--- src/hw/ebt_pkg.sv ---
package ebt_pkg;

  localparam int NCH = 4;

  // register byte addresses
  localparam logic [7:0] OFF_SET_P = 8'h00;
  localparam logic [7:0] OFF_FLG_P = 8'h04;
  localparam logic [7:0] OFF_MA_P  = 8'h08;
  localparam logic [7:0] OFF_MB_P  = 8'h0C;
  localparam logic [7:0] OFF_CNT_P = 8'h10;
  localparam logic [7:0] OFF_SET_XY = 8'h14;
  localparam logic [7:0] OFF_FLG_XY = 8'h18;
  localparam logic [7:0] OFF_MA_XY  = 8'h1C;
  localparam logic [7:0] OFF_MB_XY  = 8'h20;
  localparam logic [7:0] OFF_CNT_XY = 8'h24;
  localparam logic [7:0] OFF_CONN   = 8'h28;
  localparam logic [7:0] OFF_SER_SET = 8'h2C;

  // field positions
  localparam int SRC_LSB  = 0;
  localparam int CLR_LSB  = 3;
  localparam int FLG_LSB  = 5;
  localparam int ACTB_LSB = 2;
  localparam int BANK_BIT = 4;

  // reset values and counter top
  localparam logic [7:0] RST_CNT = 8'h00;
  localparam logic [7:0] RST_MAT = 8'hFF;
  localparam logic [7:0] RST_SET = 8'h00;
  localparam logic [7:0] CNT_TOP = 8'hFF;

  // internal clock taps, as log2 of the divide ratio
  localparam int DIV_A_BITS = 1;
  localparam int DIV_B_BITS = 3;
  localparam int DIV_C_BITS = 6;
  localparam int PRESC_W    = 7;

  typedef enum logic [1:0] {CLR_NONE, CLR_MA, CLR_MB, CLR_EXT} ebt_clr_e;

  typedef struct packed {
    logic        read;
    logic        write;
    logic [7:0]  address;
    logic [31:0] writedata;
    logic [3:0]  byteenable;
  } ebt_avm_req_s;

  typedef struct packed {
    logic [7:0] setup;
    logic [7:0] cnt;
    logic [7:0] ma;
    logic [7:0] mb;
    logic [2:0] flg;
    logic [1:0] act_a;
    logic [1:0] act_b;
    logic       tout;
  } ebt_chan_s;

  typedef struct packed {
    ebt_chan_s [NCH-1:0]      ch;
    logic [7:0]               conn;
    logic [7:0]               ser_set;
    logic [PRESC_W-1:0]       presc;
    logic [NCH-1:0]           tk_s1;
    logic [NCH-1:0]           tk_s2;
    logic [NCH-1:0]           tk_d;
    logic [NCH-1:0]           cl_s1;
    logic [NCH-1:0]           cl_s2;
    logic [NCH-1:0]           cl_d;
    logic                     sb_s1;
    logic                     sb_s2;
    logic                     wait_r;
    logic [31:0]              rdata;
  } ebt_state_s;

endpackage

--- src/hw/ebt_timer.sv ---
// Our own choices: the Avalon-MM register port and the register addresses.
`timescale 1ns/10ps
// Overview of operation
// - each channel has readable writable 8-bit counter
// - counter steps only on selected source pulse
// - counter cleared by match or external reset
// - clear select: none, match A, B, edge
// - rollover FF to 00 sets wrap flag
// - reset and standby load counters with 00
// - channel 0/1 pair into one 16-bit word
// - paired word access is one indivisible transfer
// - match A compared each cycle, sets flag
// - match B compared each cycle, sets flag
// - compare suppressed while its register written
// - reset and standby load compares with FF
// - output follows match actions A and B
// - flag bits cleared by writing zero only
// - bank bit routes shared X/Y addresses
module ebt_timer
  import ebt_pkg::*;
(
  // clock and reset
  input  wire logic           clk,
  input  wire logic           arst_n,
  // avalon-mm slave
  input  wire ebt_avm_req_s   avm_req,
  output logic [31:0]         avm_readdata,
  output logic                avm_waitrequest,
  // pins
  input  wire logic [NCH-1:0] ext_tick,
  input  wire logic [NCH-1:0] ext_clr,
  input  wire logic           hw_standby,
  output logic [NCH-1:0]      timer_out
);

  ebt_state_s state_reg;
  ebt_state_s state_next;

  logic           acc;
  logic           take;
  logic           bank;
  logic [NCH-1:0] we_set;
  logic [NCH-1:0] we_flg;
  logic [NCH-1:0] we_ma;
  logic [NCH-1:0] we_mb;
  logic [NCH-1:0] we_cnt;
  logic [NCH-1:0] tick;
  logic [NCH-1:0] hit_a;
  logic [NCH-1:0] hit_b;
  logic [NCH-1:0] clr;
  logic [NCH-1:0] wrap;
  logic [7:0]     wbyte [NCH];
  logic [31:0]    rd_val;

  assign acc  = avm_req.read | avm_req.write;
  assign take = avm_req.write & ~state_reg.wait_r;
  assign bank = state_reg.conn[BANK_BIT];

  function automatic logic [7:0] chan_rd(input ebt_chan_s c, input logic [7:0] a, input logic xy);
    logic [7:0] r;
    r = 8'h00;
    if (a == (xy ? OFF_SET_XY : OFF_SET_P))
      r = c.setup;
    if (a == (xy ? OFF_FLG_XY : OFF_FLG_P))
      r = {c.flg, 1'b0, c.act_b, c.act_a};
    if (a == (xy ? OFF_MA_XY : OFF_MA_P))
      r = c.ma;
    if (a == (xy ? OFF_MB_XY : OFF_MB_P))
      r = c.mb;
    if (a == (xy ? OFF_CNT_XY : OFF_CNT_P))
      r = c.cnt;
    return r;
  endfunction

  function automatic logic out_act(input logic [1:0] act, input logic cur);
    logic r;
    case (act)
      2'h1:    r = 1'b0;
      2'h2:    r = 1'b1;
      2'h3:    r = ~cur;
      default: r = cur;
    endcase
    return r;
  endfunction

  //////////////////////////////////////////////////////////////////////////////
  // per-channel decode, source select and compare
  for (genvar g = 0; g < NCH; g++)
  begin : g_ch
    localparam bit XY = (g >= 2);
    logic       lane;
    logic       rise;
    logic       fall;
    logic [1:0] csel;
    assign lane = XY ? (avm_req.byteenable[0] & (bank == (g == 3)))
                     : avm_req.byteenable[1 - (g % 2)];
    assign wbyte[g] = XY ? avm_req.writedata[7:0] : avm_req.writedata[8 * (1 - (g % 2)) +: 8];
    assign we_set[g] = take & lane & (avm_req.address == (XY ? OFF_SET_XY : OFF_SET_P));
    assign we_flg[g] = take & lane & (avm_req.address == (XY ? OFF_FLG_XY : OFF_FLG_P));
    assign we_ma[g]  = take & lane & (avm_req.address == (XY ? OFF_MA_XY : OFF_MA_P));
    assign we_mb[g]  = take & lane & (avm_req.address == (XY ? OFF_MB_XY : OFF_MB_P));
    assign we_cnt[g] = take & lane & (avm_req.address == (XY ? OFF_CNT_XY : OFF_CNT_P));
    assign rise = state_reg.tk_s2[g] & ~state_reg.tk_d[g];
    assign fall = ~state_reg.tk_s2[g] & state_reg.tk_d[g];
    always_comb
    begin
      case (state_reg.ch[g].setup[SRC_LSB +: 3])
        3'h1:    tick[g] = &state_reg.presc[DIV_A_BITS-1:0];
        3'h2:    tick[g] = &state_reg.presc[DIV_B_BITS-1:0];
        3'h3:    tick[g] = &state_reg.presc[DIV_C_BITS-1:0];
        3'h5:    tick[g] = rise;
        3'h6:    tick[g] = fall;
        3'h7:    tick[g] = rise | fall;
        default: tick[g] = 1'b0;
      endcase
    end
    assign hit_a[g] = (state_reg.ch[g].cnt == state_reg.ch[g].ma) & ~we_ma[g];
    assign hit_b[g] = (state_reg.ch[g].cnt == state_reg.ch[g].mb) & ~we_mb[g];
    assign csel = state_reg.ch[g].setup[CLR_LSB +: 2];
    always_comb
    begin
      case (ebt_clr_e'(csel))
        CLR_MA:  clr[g] = hit_a[g];
        CLR_MB:  clr[g] = hit_b[g];
        CLR_EXT: clr[g] = state_reg.cl_s2[g] & ~state_reg.cl_d[g];
        default: clr[g] = 1'b0;
      endcase
    end
    assign wrap[g] = tick[g] & (state_reg.ch[g].cnt == CNT_TOP) & ~clr[g] & ~we_cnt[g];
  end

  //////////////////////////////////////////////////////////////////////////////
  // read mux
  always_comb
  begin
    rd_val = 32'h0000_0000;
    case (avm_req.address)
      OFF_SET_P, OFF_FLG_P, OFF_MA_P, OFF_MB_P, OFF_CNT_P:
        rd_val = {16'h0000, chan_rd(state_reg.ch[0], avm_req.address, 1'b0),
                  chan_rd(state_reg.ch[1], avm_req.address, 1'b0)};
      OFF_SET_XY, OFF_FLG_XY, OFF_MA_XY, OFF_MB_XY, OFF_CNT_XY:
        rd_val = {24'h00_0000, chan_rd(state_reg.ch[bank ? 3 : 2], avm_req.address, 1'b1)};
      OFF_CONN:
        rd_val = {24'h00_0000, state_reg.conn};
      OFF_SER_SET:
        rd_val = {24'h00_0000, state_reg.ser_set};
      default:
        rd_val = 32'h0000_0000;
    endcase
  end

  //////////////////////////////////////////////////////////////////////////////
  // next state
  always_comb
  begin
    state_next = state_reg;
    state_next.presc = PRESC_W'(state_reg.presc + 1'b1);
    state_next.tk_s1 = ext_tick;
    state_next.tk_s2 = state_reg.tk_s1;
    state_next.tk_d  = state_reg.tk_s2;
    state_next.cl_s1 = ext_clr;
    state_next.cl_s2 = state_reg.cl_s1;
    state_next.cl_d  = state_reg.cl_s2;
    state_next.sb_s1 = hw_standby;
    state_next.sb_s2 = state_reg.sb_s1;
    state_next.wait_r = ~(acc & state_reg.wait_r);
    if (acc & state_reg.wait_r)
      state_next.rdata = rd_val;
    if (take & (avm_req.address == OFF_CONN) & avm_req.byteenable[0])
      state_next.conn = avm_req.writedata[7:0];
    if (take & (avm_req.address == OFF_SER_SET) & avm_req.byteenable[0])
      state_next.ser_set = avm_req.writedata[7:0];
    for (int i = 0; i < NCH; i++)
    begin
      if (we_set[i])
        state_next.ch[i].setup = wbyte[i];
      if (we_ma[i])
        state_next.ch[i].ma = wbyte[i];
      if (we_mb[i])
        state_next.ch[i].mb = wbyte[i];
      if (we_cnt[i])
        state_next.ch[i].cnt = wbyte[i];
      else if (clr[i])
        state_next.ch[i].cnt = RST_CNT;
      else if (tick[i])
        state_next.ch[i].cnt = 8'(state_reg.ch[i].cnt + 8'h01);
      if (we_flg[i])
      begin
        state_next.ch[i].flg = state_reg.ch[i].flg & wbyte[i][FLG_LSB +: 3];
        state_next.ch[i].act_a = wbyte[i][1:0];
        state_next.ch[i].act_b = wbyte[i][ACTB_LSB +: 2];
      end
      state_next.ch[i].flg = state_next.ch[i].flg | {hit_b[i], hit_a[i], wrap[i]};
      state_next.ch[i].tout = out_act(state_reg.ch[i].act_b,
                                      hit_a[i] ? out_act(state_reg.ch[i].act_a, state_reg.ch[i].tout)
                                               : state_reg.ch[i].tout) ;
      if (!hit_b[i])
        state_next.ch[i].tout = hit_a[i] ? out_act(state_reg.ch[i].act_a, state_reg.ch[i].tout)
                                         : state_reg.ch[i].tout;
      if (state_reg.sb_s2)
      begin
        state_next.ch[i] = '0;
        state_next.ch[i].setup = RST_SET;
        state_next.ch[i].cnt = RST_CNT;
        state_next.ch[i].ma = RST_MAT;
        state_next.ch[i].mb = RST_MAT;
      end
    end
    if (state_reg.sb_s2)
    begin
      state_next.conn = 8'h00;
      state_next.ser_set = 8'h00;
    end
  end

  //////////////////////////////////////////////////////////////////////////////
  // state register
  always_ff @(posedge clk or negedge arst_n)
  begin
    if (!arst_n)
    begin
      state_reg <= '0;
      state_reg.wait_r <= 1'b1;
      for (int i = 0; i < NCH; i++)
      begin
        state_reg.ch[i].cnt <= RST_CNT;
        state_reg.ch[i].ma <= RST_MAT;
        state_reg.ch[i].mb <= RST_MAT;
      end
    end
    else
      state_reg <= state_next;
  end

  assign avm_readdata    = state_reg.rdata;
  assign avm_waitrequest = state_reg.wait_r;
  always_comb
  begin
    for (int i = 0; i < NCH; i++)
      timer_out[i] = state_reg.ch[i].tout;
  end
endmodule

--- config.mk ---
export PLATFORM = sky130hd
export DESIGN_NAME = ebt_timer
export DESIGN_NICKNAME = d
export VERILOG_FILES = /design/src/hw/ebt_pkg.sv /design/src/hw/ebt_timer.sv
export SDC_FILE = /design/constraint.sdc
export NUM_CORES = 1
export LEC_CHECK = 0
export BUFFER_PORTS_ARGS = -buffer_cell sky130_fd_sc_hd__buf_2
export CORE_AREA = 2 2 181 183
export DETAILED_ROUTE_END_ITERATION = 8
export DIE_AREA = 0 0 183 185
export HOLD_SLACK_MARGIN = 0.12
export PLACE_DENSITY = 0.55
export REMOVE_ABC_BUFFERS = 1
export SETUP_SLACK_MARGIN = 0.4
export SYNTH_ARGS = -nofsm -noshare
export SYNTH_HDL_FRONTEND = slang
export SYNTH_SLANG_ARGS = --single-unit
export TNS_END_PERCENT = 100
--- constraint.sdc ---
create_clock -name clk -period 7.67 [get_ports clk]
set_clock_uncertainty 0.1 [all_clocks]
set_input_delay 0.767 -clock clk [delete_from_list [all_inputs] [get_ports clk]]
set_output_delay 0.767 -clock clk [all_outputs]
set_load 0.1 [all_outputs]
Word level (Yosys, flattened, before mapping)
Cells that the tools add are included.
{ "totals": {"register_bits": 242, "inputBits": 57, "output_inout_bits": 37, "word_cells": 356} }
{ "op_classes": {"add_sub_neg": 5, "order_cmp": 1, "n_eq_ne": 83, "n_mux": 79, "n_bitwise": 116, "reduce_logical": 27} }
{ "ops": {"columns": ["op", "n"], "rows": [
  ["8-bit 2-to-1 mux", 41],
  ["40-bit 2-to-1 mux", 6],
  ["40-bit binary-select mux with 2-bit select", 1],
  ["1-bit AND", 64],
  ["8-bit == test", 8],
  ["16-bit case mux with 4 select lines", 1],
  ["2-bit == test, second input constant", 24],
  ["1-bit NOT", 39],
  ["3-bit == test, second input constant", 12],
  ["1-bit case mux with 3 select lines", 12],
  ["2-bit nonzero test", 18],
  ["8-bit by 1-bit adder with 8-bit output, second input constant", 4],
  ["8-bit by 5-bit == test with 1-bit output, second input constant", 4],
  ["8-bit by 6-bit == test with 1-bit output, second input constant", 4],
  ["8-bit == test, second input constant", 4],
  ["7-bit 2-to-1 mux", 4],
  ["2-bit by 1-bit == test with 1-bit output, second input constant", 12],
  ["3-bit by 2-bit == test with 1-bit output, second input constant", 8],
  ["1-bit case mux with 6 select lines", 4],
  ["8-bit by 4-bit == test with 1-bit output, second input constant", 2],
  ["16-bit 2-to-1 mux", 1],
  ["4-bit nonzero test", 4],
  ["3-bit AND", 4],
  ["3-bit by 1-bit == test with 1-bit output, second input constant", 4],
  ["other kinds (10)", 26]
]} }

Depth between registers and ports, before layout
{ "logic_depth": {"depth_word": 12, "ltp_mapped": 9, "mapped_depth_nobuf": 8} }

Least setup slack after synthesis
OpenSTA, ideal clock, no wires.
{ "synth_timing": {"path_kind": "input to register", "startpoint": "input avm_req[40] in the netlist's numbering", "endpoint": "register state_reg[231] in the netlist's numbering", "setup_time_ns": 0.127, "arrival_time_ns": 2.790, "t_required_ns": 7.443, "setup_slack_ns": 4.654, "stages": 8, "path_buffers": 2, "path_cell_list": "or4b_1 > buf_2 > nor3_2 > buf_4 > nor3_1 > a2111oi_4 > a21oi_1 > o2bb2a_1"} }
{ "synth_via": {"elab_chain_len": 8, "elab_cells_between_ends": 15, "cone_classes": "eq/ne: 3; mux: 4; bitwise: 7; reduce/logical: 1"} }
{ "synth_rtl": {"columns": ["item", "line_no", "source"], "rows": [
  ["start, declared", "ebt_timer.sv:26", "input wire ebt_avm_req_s avm_req,"],
  ["8-bit by 6-bit == test with 1-bit output / 8-bit by 5-bit == test with 1-bit output (equally long branches)", "ebt_timer.sv:101, ebt_timer.sv:100", null],
  ["1-bit AND (on tied branches)", "ebt_timer.sv:101, ebt_timer.sv:100", null],
  ["1-bit NOT (on tied branches)", "ebt_timer.sv:118, ebt_timer.sv:117", null],
  ["1-bit AND (on tied branches)", "ebt_timer.sv:118, ebt_timer.sv:117", null],
  ["1-bit case mux with 3 select lines", "ebt_timer.sv:122", "case (ebt_clr_e'(csel))"],
  ["8-bit 2-to-1 mux", "ebt_timer.sv:183", "else if (clr[i])"],
  ["8-bit 2-to-1 mux", "ebt_timer.sv:181", "if (we_cnt[i])"],
  ["40-bit 2-to-1 mux", "ebt_timer.sv:200", "if (state_reg.sb_s2)"],
  ["end signal, assigned", "ebt_timer.sv:232", "state_reg <= state_next;"],
  ["end, declared", "ebt_timer.sv:36", "ebt_state_s state_reg;"]
]} }
Several ways; a longest one is shown, not always the timed one.
A chain may end at the register's enable or synchronous reset.

Worst setup path in the final report
{ "layout_timing": {"startpoint": "register state_reg (netlist bit bank)", "endpoint": "register state_reg[232] in the netlist's numbering"} }
{ "layout_via": {"elab_chain_len": 9, "elab_cells_between_ends": 14, "cone_classes": "mux: 4; bitwise: 9; reduce/logical: 1"} }
{ "layout_rtl": {"columns": ["item", "line_no", "source"], "rows": [
  ["1-bit AND *", "ebt_timer.sv:95", "assign lane = XY ? (avm_req.byteenable[0] & (bank == (g == 3)))"],
  ["1-bit AND *", "ebt_timer.sv:100, ebt_timer.sv:101, ebt_timer.sv:102", null],
  ["1-bit AND (on tied branches)", "ebt_timer.sv:101, ebt_timer.sv:100", null],
  ["1-bit NOT (on tied branches)", "ebt_timer.sv:118, ebt_timer.sv:117", null],
  ["1-bit AND (on tied branches)", "ebt_timer.sv:118, ebt_timer.sv:117", null],
  ["1-bit case mux with 3 select lines", "ebt_timer.sv:122", null],
  ["8-bit 2-to-1 mux", "ebt_timer.sv:183", null],
  ["8-bit 2-to-1 mux", "ebt_timer.sv:181", null],
  ["40-bit 2-to-1 mux", "ebt_timer.sv:200", null]
]} }
Mark *: on every way between the ends. The rest lies on a longest branch, timed or not.

==> impl_metrics.xml <==
<?xml version="1.0" encoding="UTF-8"?>
<metrics>
  <group name="placement">
    <metric name="gp_congestion" unit="">0.871</metric>
    <metric name="placement.io_buffers" unit="">59</metric>
    <metric name="post-dp-hpwl" unit="microns">25700</metric>
    <metric name="placed_cells_incl_taps" unit="">1744</metric>
  </group>
  <group name="setup_path">
    <metric name="ff2ff_setup_slack" unit="ns">3.76</metric>
    <metric name="r2r_cells" unit="">7</metric>
    <metric name="worst-setup-path-type" unit="">reg2reg</metric>
    <metric name="worst_r2r_startpoint" unit="">bank</metric>
    <metric name="reg2reg_end" unit="">state_reg[232]</metric>
    <metric name="critPathLaunchType" unit="">register</metric>
    <metric name="cp_max_fo" unit="">45</metric>
    <metric name="cp.arrival" unit="ns">4.24</metric>
    <metric name="cp-startpoint" unit="">bank</metric>
    <metric name="crit_path_end_kind" unit="">register</metric>
    <metric name="timing.critical_path.required" unit="ns">8.00</metric>
  </group>
  <group name="detailed_routing">
    <metric name="postRouteWirelength" unit="microns">38900</metric>
    <metric name="drc" unit="">0</metric>
    <metric name="routed_wire_length_per_instance" unit="microns">21.7</metric>
    <metric name="postRouteAntennaNets" unit="">0</metric>
    <metric name="detailedRoute.firstPassIterationCount" unit="">5</metric>
    <metric name="dr_total_vias" unit="">10500</metric>
    <metric name="post_drt_via_cell_ratio" unit="">5.87</metric>
    <metric name="drt_iter0_markers" unit="">1098</metric>
  </group>
  <group name="synthesis">
    <metric name="synth_most_common_cell" unit="">sky130_fd_sc_hd__nand2_1</metric>
    <metric name="yosys_top_cell_by_area" unit="">sky130_fd_sc_hd__dfrtp_1</metric>
    <metric name="synthTopCellsByCount" unit="">251 x sky130_fd_sc_hd__nand2_1, 160 x sky130_fd_sc_hd__dfrtp_1, 131 x sky130_fd_sc_hd__nand3_1, 93 x sky130_fd_sc_hd__a21oi_1, 81 x sky130_fd_sc_hd__clkbuf_1</metric>
    <metric name="synth.area.top_cells" unit="">sky130_fd_sc_hd__dfrtp_1 32%, sky130_fd_sc_hd__dfstp_2 14%, sky130_fd_sc_hd__nand2_1 7.5%, sky130_fd_sc_hd__nand3_1 5.2%, sky130_fd_sc_hd__xnor2_1 4.5%</metric>
    <metric name="synth_ff_type" unit="">sky130_fd_sc_hd__dfrtp_1</metric>
    <metric name="async_reset_ff_share" unit="%">100</metric>
    <metric name="synth_cell_area" unit="sq um">12600</metric>
    <metric name="post-synth-top-area-fraction" unit="%">31.8</metric>
    <metric name="avgSynthCellArea" unit="sq um">9.17</metric>
    <metric name="syn-instance-count" unit="">1372</metric>
    <metric name="synthesis.yosys.warnings" unit="">0</metric>
    <metric name="synth_enable_flop_cells" unit="">0</metric>
    <metric name="yosys_register_bits" unit="">225</metric>
    <metric name="ys_types" unit="">84</metric>
    <metric name="ys_seq_area_share" unit="%">45.4</metric>
  </group>
  <group name="power_and_ir_drop">
    <metric name="power.share.combinational" unit="%">6.1</metric>
    <metric name="power.density" unit="nW/um^2">195</metric>
    <metric name="clkPwrFrac" unit="%">49.3</metric>
    <metric name="cellLeakagePower" unit="nW">5.65</metric>
    <metric name="p_int" unit="mW">2.04</metric>
    <metric name="netSwitchingPower" unit="mW">0.671</metric>
    <metric name="power.share.switching" unit="%">24.7</metric>
    <metric name="worst_vdd_rail_ir_drop" unit="mV">0.155</metric>
    <metric name="power.sequential.fraction" unit="%">44.6</metric>
  </group>
  <group name="floorplan">
    <metric name="coreArea" unit="sq um">32000</metric>
    <metric name="die-height" unit="microns">185</metric>
    <metric name="initial_core_util" unit="%">39.2</metric>
    <metric name="top_level_ports" unit="">94</metric>
    <metric name="floorplan.die.width" unit="microns">183</metric>
    <metric name="die_outline_area" unit="sq um">33900</metric>
    <metric name="floorplan.rows" unit="">66</metric>
  </group>
  <group name="layout">
    <metric name="diodes" unit="">0</metric>
    <metric name="largest_register_ffs" unit="">178</metric>
    <metric name="area_delta_synth_final" unit="%">10.7</metric>
    <metric name="fin_nets" unit="">1436</metric>
    <metric name="final_cell_count_no_fill" unit="">1794</metric>
    <metric name="drive_gt1_share" unit="%">16.7</metric>
  </group>
  <group name="flow_run">
    <metric name="maxCapViolations" unit="">0</metric>
  </group>
  <group name="cts">
    <metric name="cts_resized" unit="">0</metric>
    <metric name="cts-htree-levels" unit="">1</metric>
    <metric name="insertion_delay_to_the_later_sink_of_the_worst_skew_pair" unit="ns">0.54</metric>
    <metric name="cts_hold_buffers" unit="">0</metric>
    <metric name="clk_pin_slew" unit="ns">0.06</metric>
    <metric name="numCtsBuffers" unit="">27</metric>
    <metric name="max-clock-path-buffers" unit="">3</metric>
    <metric name="cts_tree" unit="">built</metric>
    <metric name="cts.repair_timing.setup_buffer_count" unit="">0</metric>
    <metric name="tritoncts_num_sinks" unit="">225</metric>
    <metric name="root_buffer_cell" unit="">sky130_fd_sc_hd__clkbuf_16</metric>
  </group>
  <group name="timing">
    <metric name="tns" unit="ns">0</metric>
    <metric name="final_hold_viol_count" unit="">0</metric>
    <metric name="maxSlewViolCount" unit="">0</metric>
    <metric name="grt_setup_unrepaired" unit="">no</metric>
    <metric name="fin_crit" unit="ns">3.91</metric>
    <metric name="final_setup_violations" unit="">0</metric>
    <metric name="max_slew_margin" unit="%">19.3</metric>
    <metric name="worst_hold_slack" unit="ns">0.185</metric>
    <metric name="worst_margin_slew" unit="ns">1.18</metric>
    <metric name="fmax" unit="MHz">256</metric>
    <metric name="final_worst_path_period_share" unit="%">50.9</metric>
  </group>
  <group name="global_route">
    <metric name="wire_length_of_the_first_global_routing_pass" unit="microns">61000</metric>
    <metric name="globalRouteOverflowTotal" unit="">0</metric>
    <metric name="grt_antenna_before_repair" unit="">3</metric>
    <metric name="maximum_number_of_pins_on_one_net_before_global_route_repair" unit="">113</metric>
    <metric name="grtUsageTotal" unit="%">23.1</metric>
    <metric name="first_global_vias" unit="">10000</metric>
  </group>
  <group name="status">
    <metric name="outcome" unit="">finished clean</metric>
  </group>
  <group name="hold_path">
    <metric name="hp-class" unit="">in2async</metric>
  </group>
</metrics>
==> metrics by stage <==
| step | setup slack (ns) | utilization, % | area [sq um] | power (mW) |
|---|---|---|---|---|
| after global placement | 3.33 | 40.6 | 13000 | 1.39 |
| after CTS | 3.76 | 43.5 | 13900 | 2.73 |
| final | 3.76 | 43.5 | 13900 | 2.71 |
| after detailed placement | 3.38 | 40.6 | 13000 | 1.39 |
| after floorplan | 3.89 | - | 12000 | 1.30 |
| after global routing | 3.52 | 43.5 | 13900 | 2.80 |
==> layout by cell type, fill, tap and decap left out, types with 7 or more instances in the layout <==
cell type	Yosys	routed
sky130_fd_sc_hd__nor2_1	51	50
sky130_fd_sc_hd__mux2i_1	52	52
sky130_fd_sc_hd__and3_1	9	9
sky130_fd_sc_hd__dfstp_2	65	65
sky130_fd_sc_hd__o31ai_1	9	9
sky130_fd_sc_hd__nor2b_1	16	16
sky130_fd_sc_hd__buf_4	38	25
sky130_fd_sc_hd__dfrtp_1	160	158
sky130_fd_sc_hd__nand2b_1	9	9
sky130_fd_sc_hd__nand3_1	131	131
sky130_fd_sc_hd__xnor2_1	65	65
sky130_fd_sc_hd__xor2_1	11	11
sky130_fd_sc_hd__o22ai_1	17	17
sky130_fd_sc_hd__a21o_1	8	8
sky130_fd_sc_hd__nor3_1	12	12
sky130_fd_sc_hd__a21oi_1	93	93
sky130_fd_sc_hd__a2111oi_0	7	7
sky130_fd_sc_hd__conb_1	1	16
sky130_fd_sc_hd__clkbuf_1	81	7
sky130_fd_sc_hd__nand2_1	251	251
sky130_fd_sc_hd__clkbuf_8	0	7
sky130_fd_sc_hd__inv_1	22	22
sky130_fd_sc_hd__a221oi_1	9	9
sky130_fd_sc_hd__a222oi_1	7	7
sky130_fd_sc_hd__o21ai_0	32	31
sky130_fd_sc_hd__a211oi_1	8	8
sky130_fd_sc_hd__clkbuf_16	0	27
sky130_fd_sc_hd__nor4_1	10	9
sky130_fd_sc_hd__buf_2	5	58
sky130_fd_sc_hd__ha_1	14	14
sky130_fd_sc_hd__a22oi_1	18	18
sky130_fd_sc_hd__nand4_1	17	17
==> layer usage <==
| layer | wire, microns | track usage (%) | up-vias |
|---|---|---|---|
| met2 | 17200 | 35.2 | 361 |
| met4 | 959 | 6.43 | 6 |
| met5 | 37 | 0 | - |
| li1 | - | - | 4837 |
| met1 | 18400 | 34.7 | 5268 |
| met3 | 2270 | 2.62 | 66 |
==> worst max-delay path, cell delays in order (launching register included) <==
cell and delay, ns:
sky130_fd_sc_hd__dfrtp_2 0.34, sky130_fd_sc_hd__buf_4 0.54, sky130_fd_sc_hd__nand4b_1 0.37, sky130_fd_sc_hd__nor3_2 0.80, sky130_fd_sc_hd__nor3_1 0.40, sky130_fd_sc_hd__a2111oi_4 0.74
sky130_fd_sc_hd__nand2_2 0.20, sky130_fd_sc_hd__o211a_1 0.25
==> power by group through the flow <==
stage | Combinational, mW | Sequential, mW | Clock, mW
final | 0.165 | 1.21 | 1.34
after global routing | 0.176 | 1.21 | 1.41
after CTS | 0.165 | 1.21 | 1.36
after detailed placement | 0.165 | 1.23 | 0
after global placement | 0.165 | 1.23 | 0
after floorplan | 0.0683 | 1.24 | 0
==> logic make-up after synthesis <==
logic type | share of synthesized area [%]
buffers and inverters | 5.90
AND/OR/NAND/NOR | 21.7
AO/OA/AOI/OAI | 15.0
adder cells (fa/ha/maj) | 1.39
XOR/XNOR | 5.29
other | 0.0298
multiplexers | 5.30
flip-flops | 45.4
==> area by class of cell <==
cell class	instances	area [sq um]
Clock buffer	41	798
Fill cell	3157	18100
Sequential cell	225	5720
Multi-Input combinational cell	1004	6190
Timing Repair Buffer	84	493
Tap cell	408	510
Inverter	23	86.3
Clock inverter	9	129
==> how the worst max path moves through the flow <==
stage / end / cells after the start
2_1_floorplan: state_reg[231] / 6
3_3_place_gp: state_reg[231] / 7
3_5_place_dp: state_reg[231] / 7
4_1_cts: state_reg[231] / 7
5_1_grt: state_reg[232] / 7
6_report: state_reg[232] / 7
Power figures use the tool's default switching activity.
